==> config.mk <==
export PLATFORM = sky130hd
export DESIGN_NAME = dica_top
export DESIGN_NICKNAME = d
export VERILOG_FILES = /design/src/rtl/dica_pkg.sv /design/src/rtl/dica_pulse_timer.sv /design/src/rtl/dica_top.sv /design/src/rtl/dica_ea_decode.sv
export VERILOG_INCLUDE_DIRS = /design/src /design/src/rtl
export SDC_FILE = /design/constraint.sdc
export NUM_CORES = 1
export LEC_CHECK = 0
export BUFFER_PORTS_ARGS = -buffer_cell sky130_fd_sc_hd__buf_2
export CAP_MARGIN = 20
export CORE_MARGIN = 5
export CORE_UTILIZATION = 59
export DETAILED_ROUTE_END_ITERATION = 6
export GPL_TIMING_DRIVEN = 0
export PLACE_DENSITY = 0.95
export SYNTH_ARGS = -nofsm -noshare
export SYNTH_HDL_FRONTEND = slang
export SYNTH_SLANG_ARGS = --single-unit
==> constraint.sdc <==
create_clock -name pclk -period 5.8 [get_ports pclk]
set_input_delay 1.16 -clock pclk [delete_from_list [all_inputs] [get_ports pclk]]
set_output_delay 1.16 -clock pclk [all_outputs]
set_load 0.05 [all_outputs]
==> src/rtl/dica_cfg.svh <==
// constants for the direct-io converter adapter
`ifndef DICA_CFG_SVH
`define DICA_CFG_SVH

// clock rate and time conversion
`define DICA_CLK_MHZ       100
`define DICA_NS2CYC(ns)    (((ns) * `DICA_CLK_MHZ) / 1000)

// pulse times in ns
`define DICA_MUX_LOAD_NS   1000
`define DICA_ADC_CONV_NS   1000
`define DICA_ADC_STB_NS    4000
`define DICA_DAC_SEL_NS    1000
`define DICA_DAC_CONV_NS   1000
`define DICA_DO_UNIT_NS    1000

// pulse times in cycles
`define DICA_MUX_LOAD_CYC  `DICA_NS2CYC(`DICA_MUX_LOAD_NS)
`define DICA_ADC_CONV_CYC  `DICA_NS2CYC(`DICA_ADC_CONV_NS)
`define DICA_ADC_STB_CYC   `DICA_NS2CYC(`DICA_ADC_STB_NS)
`define DICA_DAC_SEL_CYC   `DICA_NS2CYC(`DICA_DAC_SEL_NS)
`define DICA_DAC_CONV_CYC  `DICA_NS2CYC(`DICA_DAC_CONV_NS)
`define DICA_DO_UNIT_CYC   `DICA_NS2CYC(`DICA_DO_UNIT_NS)

// effective address patterns (ea[15] is the leftmost bit)
`define DICA_AX_PAT        6'h2A
`define DICA_DI_PAT        13'h1580
`define DICA_DO_PAT        10'h2B0

// effective address field positions
`define DICA_EA_DLY        9
`define DICA_EA_RC         8
`define DICA_EA_D1         5
`define DICA_EA_D2         4

// reset values and result padding
`define DICA_ADC_RST       16'hFFFF
`define DICA_ADC_UNUSED    16'h0000

`endif

==> src/rtl/dica_pkg.sv <==
// types for the direct-io converter adapter
package dica_pkg;

	// analog input sequence
	typedef enum logic [2:0] {
		AI_IDLE,
		AI_MUX,
		AI_SETTLE,
		AI_TRIG,
		AI_CONV,
		AI_READ
	} dica_ai_t;

	// analog output sequence
	typedef enum logic [1:0] {
		DA_IDLE,
		DA_SEL,
		DA_TRIG,
		DA_CONV
	} dica_da_t;

	// pulse timer state
	typedef struct packed {
		logic [8:0] cnt;
	} dica_tmr_t;

	// adapter state
	typedef struct packed {
		dica_ai_t    ai;
		logic        ai_dly;
		logic [15:0] ai_res;
		logic [7:0]  mux_ch;
		logic        ai_done;
		dica_da_t    da;
		logic        da_dly;
		logic        da_cnv;
		logic [15:0] da_data;
		logic [7:0]  da_sel;
		logic        da_init;
		logic [31:0] dout;
		logic        ack;
		logic        err;
		logic [31:0] rdata;
		logic        cc3;
		logic        cc4;
	} dica_st_t;

endpackage

==> src/rtl/dica_pulse_timer.sv <==
// loadable pulse timer, active for len cycles
module dica_pulse_timer
	import dica_pkg::*;
(
	// clock and reset
	input  wire logic       pclk,
	input  wire logic       presetn,
	// control
	input  wire logic       start,
	input  wire logic [8:0] len,
	// pulse
	output logic            active,
	output logic            last
);

	dica_tmr_t t_q;
	dica_tmr_t t_d;

	// load on start, then count down
	always_comb begin
		t_d = t_q;
		if (start) begin
			t_d.cnt = len;
		end else if (t_q.cnt != 9'h000) begin
			t_d.cnt = t_q.cnt - 9'h001;
		end
	end

	always_ff @(posedge pclk or negedge presetn) begin
		if (!presetn) begin
			t_q <= '0;
		end else begin
			t_q <= t_d;
		end
	end

	assign active = (t_q.cnt != 9'h000);
	assign last   = (t_q.cnt == 9'h001);

endmodule

==> src/rtl/dica_top.sv <==
// direct-io converter adapter: analog in/out and digital io over apb
//
// The placing of the registers and register access over APB were left to the implementer.
`include "dica_cfg.svh"
module dica_top
	import dica_pkg::*;
(
	// apb slave
	input  wire logic        pclk,
	input  wire logic        presetn,
	input  wire logic        psel,
	input  wire logic        penable,
	input  wire logic        pwrite,
	input  wire logic [17:0] paddr,
	input  wire logic [31:0] pwdata,
	output logic [31:0]      prdata,
	output logic             pready,
	output logic             pslverr,
	// condition status
	output logic             cc3,
	output logic             cc4,
	// analog multiplexer
	output logic             mux_load,
	output logic [7:0]       mux_chan,
	input  wire logic        mux_ready,
	// analog-to-digital converter
	output logic             adc_convert,
	input  wire logic        adc_eoc,
	output logic             adc_strobe,
	input  wire logic [15:0] adc_data,
	input  wire logic        adc_trigger,
	output logic             adc_done,
	// digital-to-analog channel controllers
	output logic [15:0]      dac_data,
	output logic [7:0]       dac_sel,
	output logic             dac_sel_strobe,
	output logic             dac_convert,
	input  wire logic        dac_trigger,
	output logic             dac_init,
	// digital io
	input  wire logic [47:0] din_lines,
	input  wire logic        din_ready,
	output logic [31:0]      dout_data,
	output logic [3:0]       dout_pulse,
	input  wire logic        dout_ready
);

	dica_st_t    s_q;
	dica_st_t    s_d;
	logic [15:0] ea;
	logic        hit_ai;
	logic        hit_ao;
	logic        hit_di;
	logic        hit_do;
	logic        acc;
	logic        mux_go;
	logic        cnv_go;
	logic        stb_go;
	logic        sel_go;
	logic        dcv_go;
	logic [3:0]  pls_go;
	logic [8:0]  pls_len;
	logic        mux_last;
	logic        stb_last;
	logic        sel_last;
	logic        dcv_act;
	logic        dcv_last;
	logic        cnv_act;
	logic        cnv_last;
	logic        mux_act;
	logic        stb_act;
	logic        sel_act;

	// effective address sits on word address bits
	assign ea  = paddr[17:2];
	assign acc = psel & penable & ~s_q.ack;

	dica_ea_decode u_dec (
		.ea     (ea),
		.write  (pwrite),
		.hit_ai (hit_ai),
		.hit_ao (hit_ao),
		.hit_di (hit_di),
		.hit_do (hit_do)
	);

	dica_pulse_timer u_mux (
		.pclk    (pclk),
		.presetn (presetn),
		.start   (mux_go),
		.len     (9'(`DICA_MUX_LOAD_CYC)),
		.active  (mux_act),
		.last    (mux_last)
	);

	dica_pulse_timer u_cnv (
		.pclk    (pclk),
		.presetn (presetn),
		.start   (cnv_go),
		.len     (9'(`DICA_ADC_CONV_CYC)),
		.active  (cnv_act),
		.last    (cnv_last)
	);

	dica_pulse_timer u_stb (
		.pclk    (pclk),
		.presetn (presetn),
		.start   (stb_go),
		.len     (9'(`DICA_ADC_STB_CYC)),
		.active  (stb_act),
		.last    (stb_last)
	);

	// channel select strobe
	dica_pulse_timer u_sel (
		.pclk    (pclk),
		.presetn (presetn),
		.start   (sel_go),
		.len     (9'(`DICA_DAC_SEL_CYC)),
		.active  (sel_act),
		.last    (sel_last)
	);

	dica_pulse_timer u_dcv (
		.pclk    (pclk),
		.presetn (presetn),
		.start   (dcv_go),
		.len     (9'(`DICA_DAC_CONV_CYC)),
		.active  (dcv_act),
		.last    (dcv_last)
	);

	// one pulse timer per output byte
	genvar gi;
	generate
		for (gi = 0; gi < 4; gi++) begin : g_pls
			dica_pulse_timer u_pls (
				.pclk    (pclk),
				.presetn (presetn),
				.start   (pls_go[gi]),
				.len     (pls_len),
				.active  (dout_pulse[gi]),
				.last    ()
			);
		end
	endgenerate

	// next state: sequences first, then the bus access
	always_comb begin
		s_d       = s_q;
		s_d.ack   = 1'b0;
		s_d.ai_done = 1'b0;
		s_d.da_init = 1'b0;
		mux_go    = 1'b0;
		cnv_go    = 1'b0;
		stb_go    = 1'b0;
		sel_go    = 1'b0;
		dcv_go    = 1'b0;
		pls_go    = 4'h0;
		// width is (code + 1) microseconds
		pls_len   = ({7'h00, ea[`DICA_EA_D1:`DICA_EA_D2]} + 9'h001) * 9'(`DICA_DO_UNIT_CYC);

		// analog input sequence
		unique case (s_q.ai)
			AI_IDLE: begin
			end
			AI_MUX: begin
				// wait for the load pulse to finish
				if (mux_last) begin
					s_d.ai = AI_SETTLE;
				end
			end
			AI_SETTLE: begin
				if (mux_ready) begin
					if (s_q.ai_dly) begin
						s_d.ai = AI_TRIG;
					end else begin
						cnv_go = 1'b1;
						s_d.ai = AI_CONV;
					end
				end
			end
			AI_TRIG: begin
				if (adc_trigger) begin
					cnv_go = 1'b1;
					s_d.ai = AI_CONV;
				end
			end
			AI_CONV: begin
				if (adc_eoc) begin
					stb_go = 1'b1;
					s_d.ai = AI_READ;
				end
			end
			AI_READ: begin
				if (stb_last) begin
					s_d.ai_res  = adc_data;
					s_d.ai_done = 1'b1;
					s_d.ai      = AI_IDLE;
				end
			end
		endcase

		// analog output sequence
		unique case (s_q.da)
			DA_IDLE: begin
			end
			DA_SEL: begin
				if (sel_last) begin
					if (!s_q.da_cnv) begin
						s_d.da = DA_IDLE;
					end else if (s_q.da_dly) begin
						s_d.da = DA_TRIG;
					end else begin
						dcv_go      = 1'b1;
						s_d.da_init = 1'b1;
						s_d.da      = DA_CONV;
					end
				end
			end
			DA_TRIG: begin
				if (dac_trigger) begin
					dcv_go      = 1'b1;
					s_d.da_init = 1'b1;
					s_d.da      = DA_CONV;
				end
			end
			DA_CONV: begin
				if (dcv_last) begin
					s_d.da = DA_IDLE;
				end
			end
		endcase

		// bus access, acted on in first access cycle
		if (acc) begin
			s_d.ack   = 1'b1;
			s_d.err   = 1'b0;
			s_d.rdata = 32'h0000_0000;
			if (hit_ai) begin
				if (s_q.ai != AI_IDLE) begin
					s_d.cc3 = 1'b1;
				end else begin
					s_d.rdata = {16'h0000, s_q.ai_res | `DICA_ADC_UNUSED};
					s_d.cc3   = 1'b0;
					s_d.ai_dly = ea[`DICA_EA_DLY];
					if (!ea[`DICA_EA_RC]) begin
						s_d.mux_ch = ea[7:0];
						mux_go     = 1'b1;
						s_d.ai     = AI_MUX;
					end else if (ea[`DICA_EA_DLY]) begin
						s_d.ai = AI_TRIG;
					end else begin
						cnv_go = 1'b1;
						s_d.ai = AI_CONV;
					end
				end
			end else if (hit_ao) begin
				if (s_q.da != DA_IDLE) begin
					s_d.cc3 = 1'b0;
				end else begin
					s_d.cc3     = 1'b1;
					s_d.da_data = pwdata[15:0];
					s_d.da_sel  = ea[7:0];
					s_d.da_cnv  = ea[`DICA_EA_RC];
					s_d.da_dly  = ea[`DICA_EA_DLY];
					sel_go      = 1'b1;
					s_d.da      = DA_SEL;
				end
			end else if (hit_di) begin
				if (ea[2]) begin
					s_d.rdata = {16'h0000, din_lines[15:0]};
				end else if (ea[1]) begin
					s_d.rdata = {16'h0000, din_lines[31:16]};
				end else if (ea[0]) begin
					s_d.rdata = {16'h0000, din_lines[47:32]};
				end
				s_d.cc4 = din_ready;
			end else if (hit_do) begin
				// even bytes take high, odd low
				for (int k = 0; k < 4; k++) begin
					if (ea[3 - k]) begin
						s_d.dout[8 * k +: 8] = (k % 2 == 0) ? pwdata[15:8] : pwdata[7:0];
						pls_go[k]            = 1'b1;
					end
				end
				// false when ready, data still sent
				s_d.cc4 = ~dout_ready;
			end else begin
				s_d.err = 1'b1;
			end
		end
	end

	// state register
	always_ff @(posedge pclk or negedge presetn) begin
		if (!presetn) begin
			s_q        <= '0;
			s_q.ai     <= AI_IDLE;
			s_q.da     <= DA_IDLE;
			s_q.ai_res <= `DICA_ADC_RST;
		end else begin
			s_q <= s_d;
		end
	end

	// apb answer one cycle into the access phase
	assign pready  = s_q.ack;
	assign pslverr = s_q.ack & s_q.err;
	assign prdata  = s_q.rdata;
	assign cc3     = s_q.cc3;
	assign cc4     = s_q.cc4;

	// analog input pins
	assign mux_load    = mux_act;
	assign mux_chan    = s_q.mux_ch;
	assign adc_convert = cnv_act;
	assign adc_strobe  = stb_act;
	assign adc_done    = s_q.ai_done;

	// analog output pins
	assign dac_data       = s_q.da_data;
	assign dac_sel        = s_q.da_sel;
	assign dac_sel_strobe = sel_act;
	assign dac_convert    = dcv_act;
	assign dac_init       = s_q.da_init;

	// digital output data
	assign dout_data = s_q.dout;

endmodule

==> src/rtl/dica_ea_decode.sv <==
// effective address decoder for the adapter
`include "dica_cfg.svh"
module dica_ea_decode
	import dica_pkg::*;
(
	// address and direction
	input  wire logic [15:0] ea,
	input  wire logic        write,
	// decoded kinds
	output logic             hit_ai,
	output logic             hit_ao,
	output logic             hit_di,
	output logic             hit_do
);

	// analog patterns share the high field
	assign hit_ai = ~write & (ea[15:10] == `DICA_AX_PAT);
	assign hit_ao =  write & (ea[15:10] == `DICA_AX_PAT);
	// digital patterns fix most of the word
	assign hit_di = ~write & (ea[15:3] == `DICA_DI_PAT);
	assign hit_do =  write & (ea[15:6] == `DICA_DO_PAT);

endmodule

==> results.toml <==
[outcome]
status = "finished clean"

[timing]
slew_violations = 0
finalCriticalPeriod_ns = 4.00
hold_slack_ns = 0.477
min_period_over_period_pct = 68.9
max-slew-margin-rel_pct = 25.0
fmax_mhz = 250
finalSetupViolations = 0
fin_ws_ns = 1.80
setup_tns_ns = 0
rsz0062_at_grt = "false"
finalClockSkew_ns = 0.0107
tightest_slew_ns = 1.12
hold_viol = 0

[setup_path]
crit_buf_inv = 5
critical_path.endpoint_type = "output pin"
cp_common_cell = "inv_1"
required_ns = 4.64
cpLargestDelayFamily = "simple AND/OR/NAND/NOR gates"
path_max_fanout = 8
r2r_slack_ns = 2.94
crit_chain = "inv_1 -> ha_1 -> nor4b_1 -> and3_1 -> clkbuf_1 -> inv_1 -> buf_4 -> buf_2"
critPathLaunchType = "flip-flop"
arrival_ns = 2.84
max_stage_delay_ns = 0.76
critPathKind = "flip-flop to output pin"
crit_slowest_cell = "nor4b_1"

[placed_design]
gp_congestion = 0.879
place_ws_ns = 2.11
place_inst = 1417
placed_area_um2 = 11500
port_buffers = 200
dp_hpwl_um = 18500

[cts]
cts_buffers = 17
cts_max_path_buffers = 2
cts_hold_buffers = 0
clkLatencyLatePin_ns = 0.43
htreeDepth = 4
cts_resized = 0
clock-root-buffer = "clkbuf_16"
numClockSinks = 191
cts_setup_buffers = 0
tritoncts = "built"
clkTransAtPathRegs_ns = 0.07

[yosys]
ys.flop_type = "dfrtp_1"
syn_area_um2 = 10100
synth_area_leaders = "dfrtp_1, buf_4, mux2_2"
synth_edf_count = 0
async_reset_ff_share_pct = 100
yosysSeqAreaShare_pct = 47.4
synth_top_area_share_pct = 43.2
synth_top_cell_by_area = "dfrtp_1"
syn_inst = 976
synthDistinctLibCells = 64
yosysWarnings = 0
ys_ff_latch = 191
avgSynthCellArea_um2 = 10.4

[floorplan]
core_area_um2 = 17100
std_cell_rows = 48
dieArea_um2 = 19900
dieHeight_um = 141
dieWidth_um = 141
start_util_pct = 59.4
ios = 236

[detailed_routing]
drtIter0Drc = 568
ant_nets = 0
wl_per_cell_um = 17.2
vias = 8194
via_per_inst = 5.65
drc = 0
routed_wl_um = 24900
drt_first_pass_iters = 5

[global_route]
grt_max_degree = 103
grt_overflow = 0
grt_antenna_before_repair = 0
met2_usage_pct = 43.0
grt_pass1_vias = 8103
grtUsageMet1_pct = 32.1
globalRouteTotalUtil_pct = 25.0
grt_pass1_wl_um = 40400
grt_use_met3_pct = 4.51
busiest_layer = "met2"

[pwr]
intPower_mw = 2.78
clkPwrFrac_pct = 29.0
p_per_area_nw_per_um2 = 342
p_comb_share_pct = 24.9
switching_share_pct = 33.0
p_total_mw = 4.15
ir_drop_mv = 0.289
p_switching_mw = 1.37
p_seq_share_pct = 46.2
p_leak_nw = 6.07

[final_layout]
fin_util_pct = 71.0
nFillCells = 1234
finish.net_count = 1360
design_area_um2 = 12100
drive_gt1_share_pct = 36.1
syn2layout_area_growth_pct = 19.6
final_cells = 1450

[hold_path]
hold_path_class = "flip-flop to flip-flop"

[job]
drv_cap = 0
[flip-flops by register name (all words and copies together) (netlist names), 9 cells and up]
signal           flops
dout_data           32
u_mux.t_q            9
dac_data            16
u_sel.t_q            9
prdata              16
g_pls.u_pls.t_q     36
s_q                 25
u_dcv.t_q            9
u_stb.t_q            9
u_cnv.t_q            9
[synthesized netlist by cell type (5+ instances only)]
master / n
and2_1: 6
ha_1: 24
o31ai_1: 6
nor4_1: 10
nand3b_1: 6
mux2i_1: 10
clkbuf_1: 27
nand2b_1: 10
nand3_1: 18
o21a_1: 6
xor2_1: 8
inv_1: 40
or3_1: 13
buf_4: 100
nor2_1: 58
mux2_2: 66
a31oi_1: 7
a21oi_1: 30
o31a_1: 5
nor4_2: 6
dfstp_2: 16
a221o_1: 17
and3_1: 7
a211oi_1: 19
nand2_1: 71
a22oi_1: 15
xnor2_1: 24
or4_1: 10
nor2b_1: 10
a21o_1: 6
nor3_1: 21
nor3b_1: 5
o21ai_0: 62
dfrtp_1: 175
nor4b_1: 7
buf_2: 5
[tightest hold or removal path, stage by stage, from the launching register on]
cell and delay (ns):
dfrtp_1 0.35, nand2_1 0.05, nand2_1 0.05
[power groups by stage]
stage | combinational [mW] | sequential, mW | clock (mW)
final | 1.03 | 1.91 | 1.20
after global routing | 1.16 | 1.96 | 1.28
after CTS | 1.03 | 1.90 | 1.22
after detailed placement | 1.01 | 1.92 | 0
after global placement | 0.948 | 1.90 | 0
after floorplan | 0.772 | 1.85 | 0
[placed cells by master (no fill, tap or decap), types with 7 or more instances in the layout]
cell / instances
buf_2: 204
dfrtp_1: 175
buf_4: 100
nand2_1: 71
mux2_2: 66
o21ai_0: 62
nor2_1: 58
inv_1: 40
a21oi_1: 30
clkbuf_1: 29
xnor2_1: 24
ha_1: 24
nor3_1: 21
a211oi_1: 19
nand3_1: 18
a221o_1: 17
clkbuf_16: 17
conb_1: 16
dfstp_2: 16
a22oi_1: 15
or3_1: 13
or4_1: 10
nor4_1: 10
nand2b_1: 10
nor2b_1: 10
mux2i_1: 10
xor2_1: 8
a31oi_1: 7
nor4b_1: 7
and3_1: 7
[path summary, 6_finish.rpt]
check,cells past startpoint,start,to
worst max-delay path,8,g_pls[3].u_pls.t_q[0]$_DFFE_PN0P_,dout_pulse[3]
worst min register to register,2,dout_data[7]$_DFFE_PN0P_,dout_data[7]$_DFFE_PN0P_
worst min-delay path,2,dout_data[7]$_DFFE_PN0P_,dout_data[7]$_DFFE_PN0P_
max in group asynchronous,2,presetn,s_q[119]$_DFFE_PN1P_
worst max register to register,6,s_q[123]$_DFF_PN0_,prdata[14]$_DFFE_PN0P_
min in group asynchronous,1,presetn,dac_data[7]$_DFFE_PN0P_
[area by class of cell]
class	count	area, µm²	area share (%)
flip-flops and latches	191	4800	39.6
multi-input cells	625	4340	35.8
repair buffers	201	1040	8.57
plain buffers	135	903	7.45
clock buffers	20	447	3.69
well taps	225	282	2.32
clock inverters	12	158	1.30
inverters	40	150	1.24
diodes	1	2.50	0.0207
[logic make-up (layout without fill, tap and decap cells)]
logic type | after synthesis | in the layout | share of synthesized area, %
AND/OR/NAND/NOR | 280 | 280 | 15.0
AO/OA/AOI/OAI | 193 | 193 | 12.6
flip-flops | 191 | 191 | 47.4
buffers and inverters | 175 | 408 | 10.4
multiplexers | 80 | 80 | 8.91
XOR/XNOR | 32 | 32 | 2.77
adder cells (fa/ha/maj) | 24 | 24 | 2.96
other | 1 | 17 | 0.0370
[layer usage]
layer / vias up / share of wire [%]
li1: 3828 / -
met1: 4033 / 40
met2: 277 / 52
met3: 56 / 5.4
met4: 0 / 2.5
met5: - / 0
Note: power is estimated with default switching activity, not from simulation.
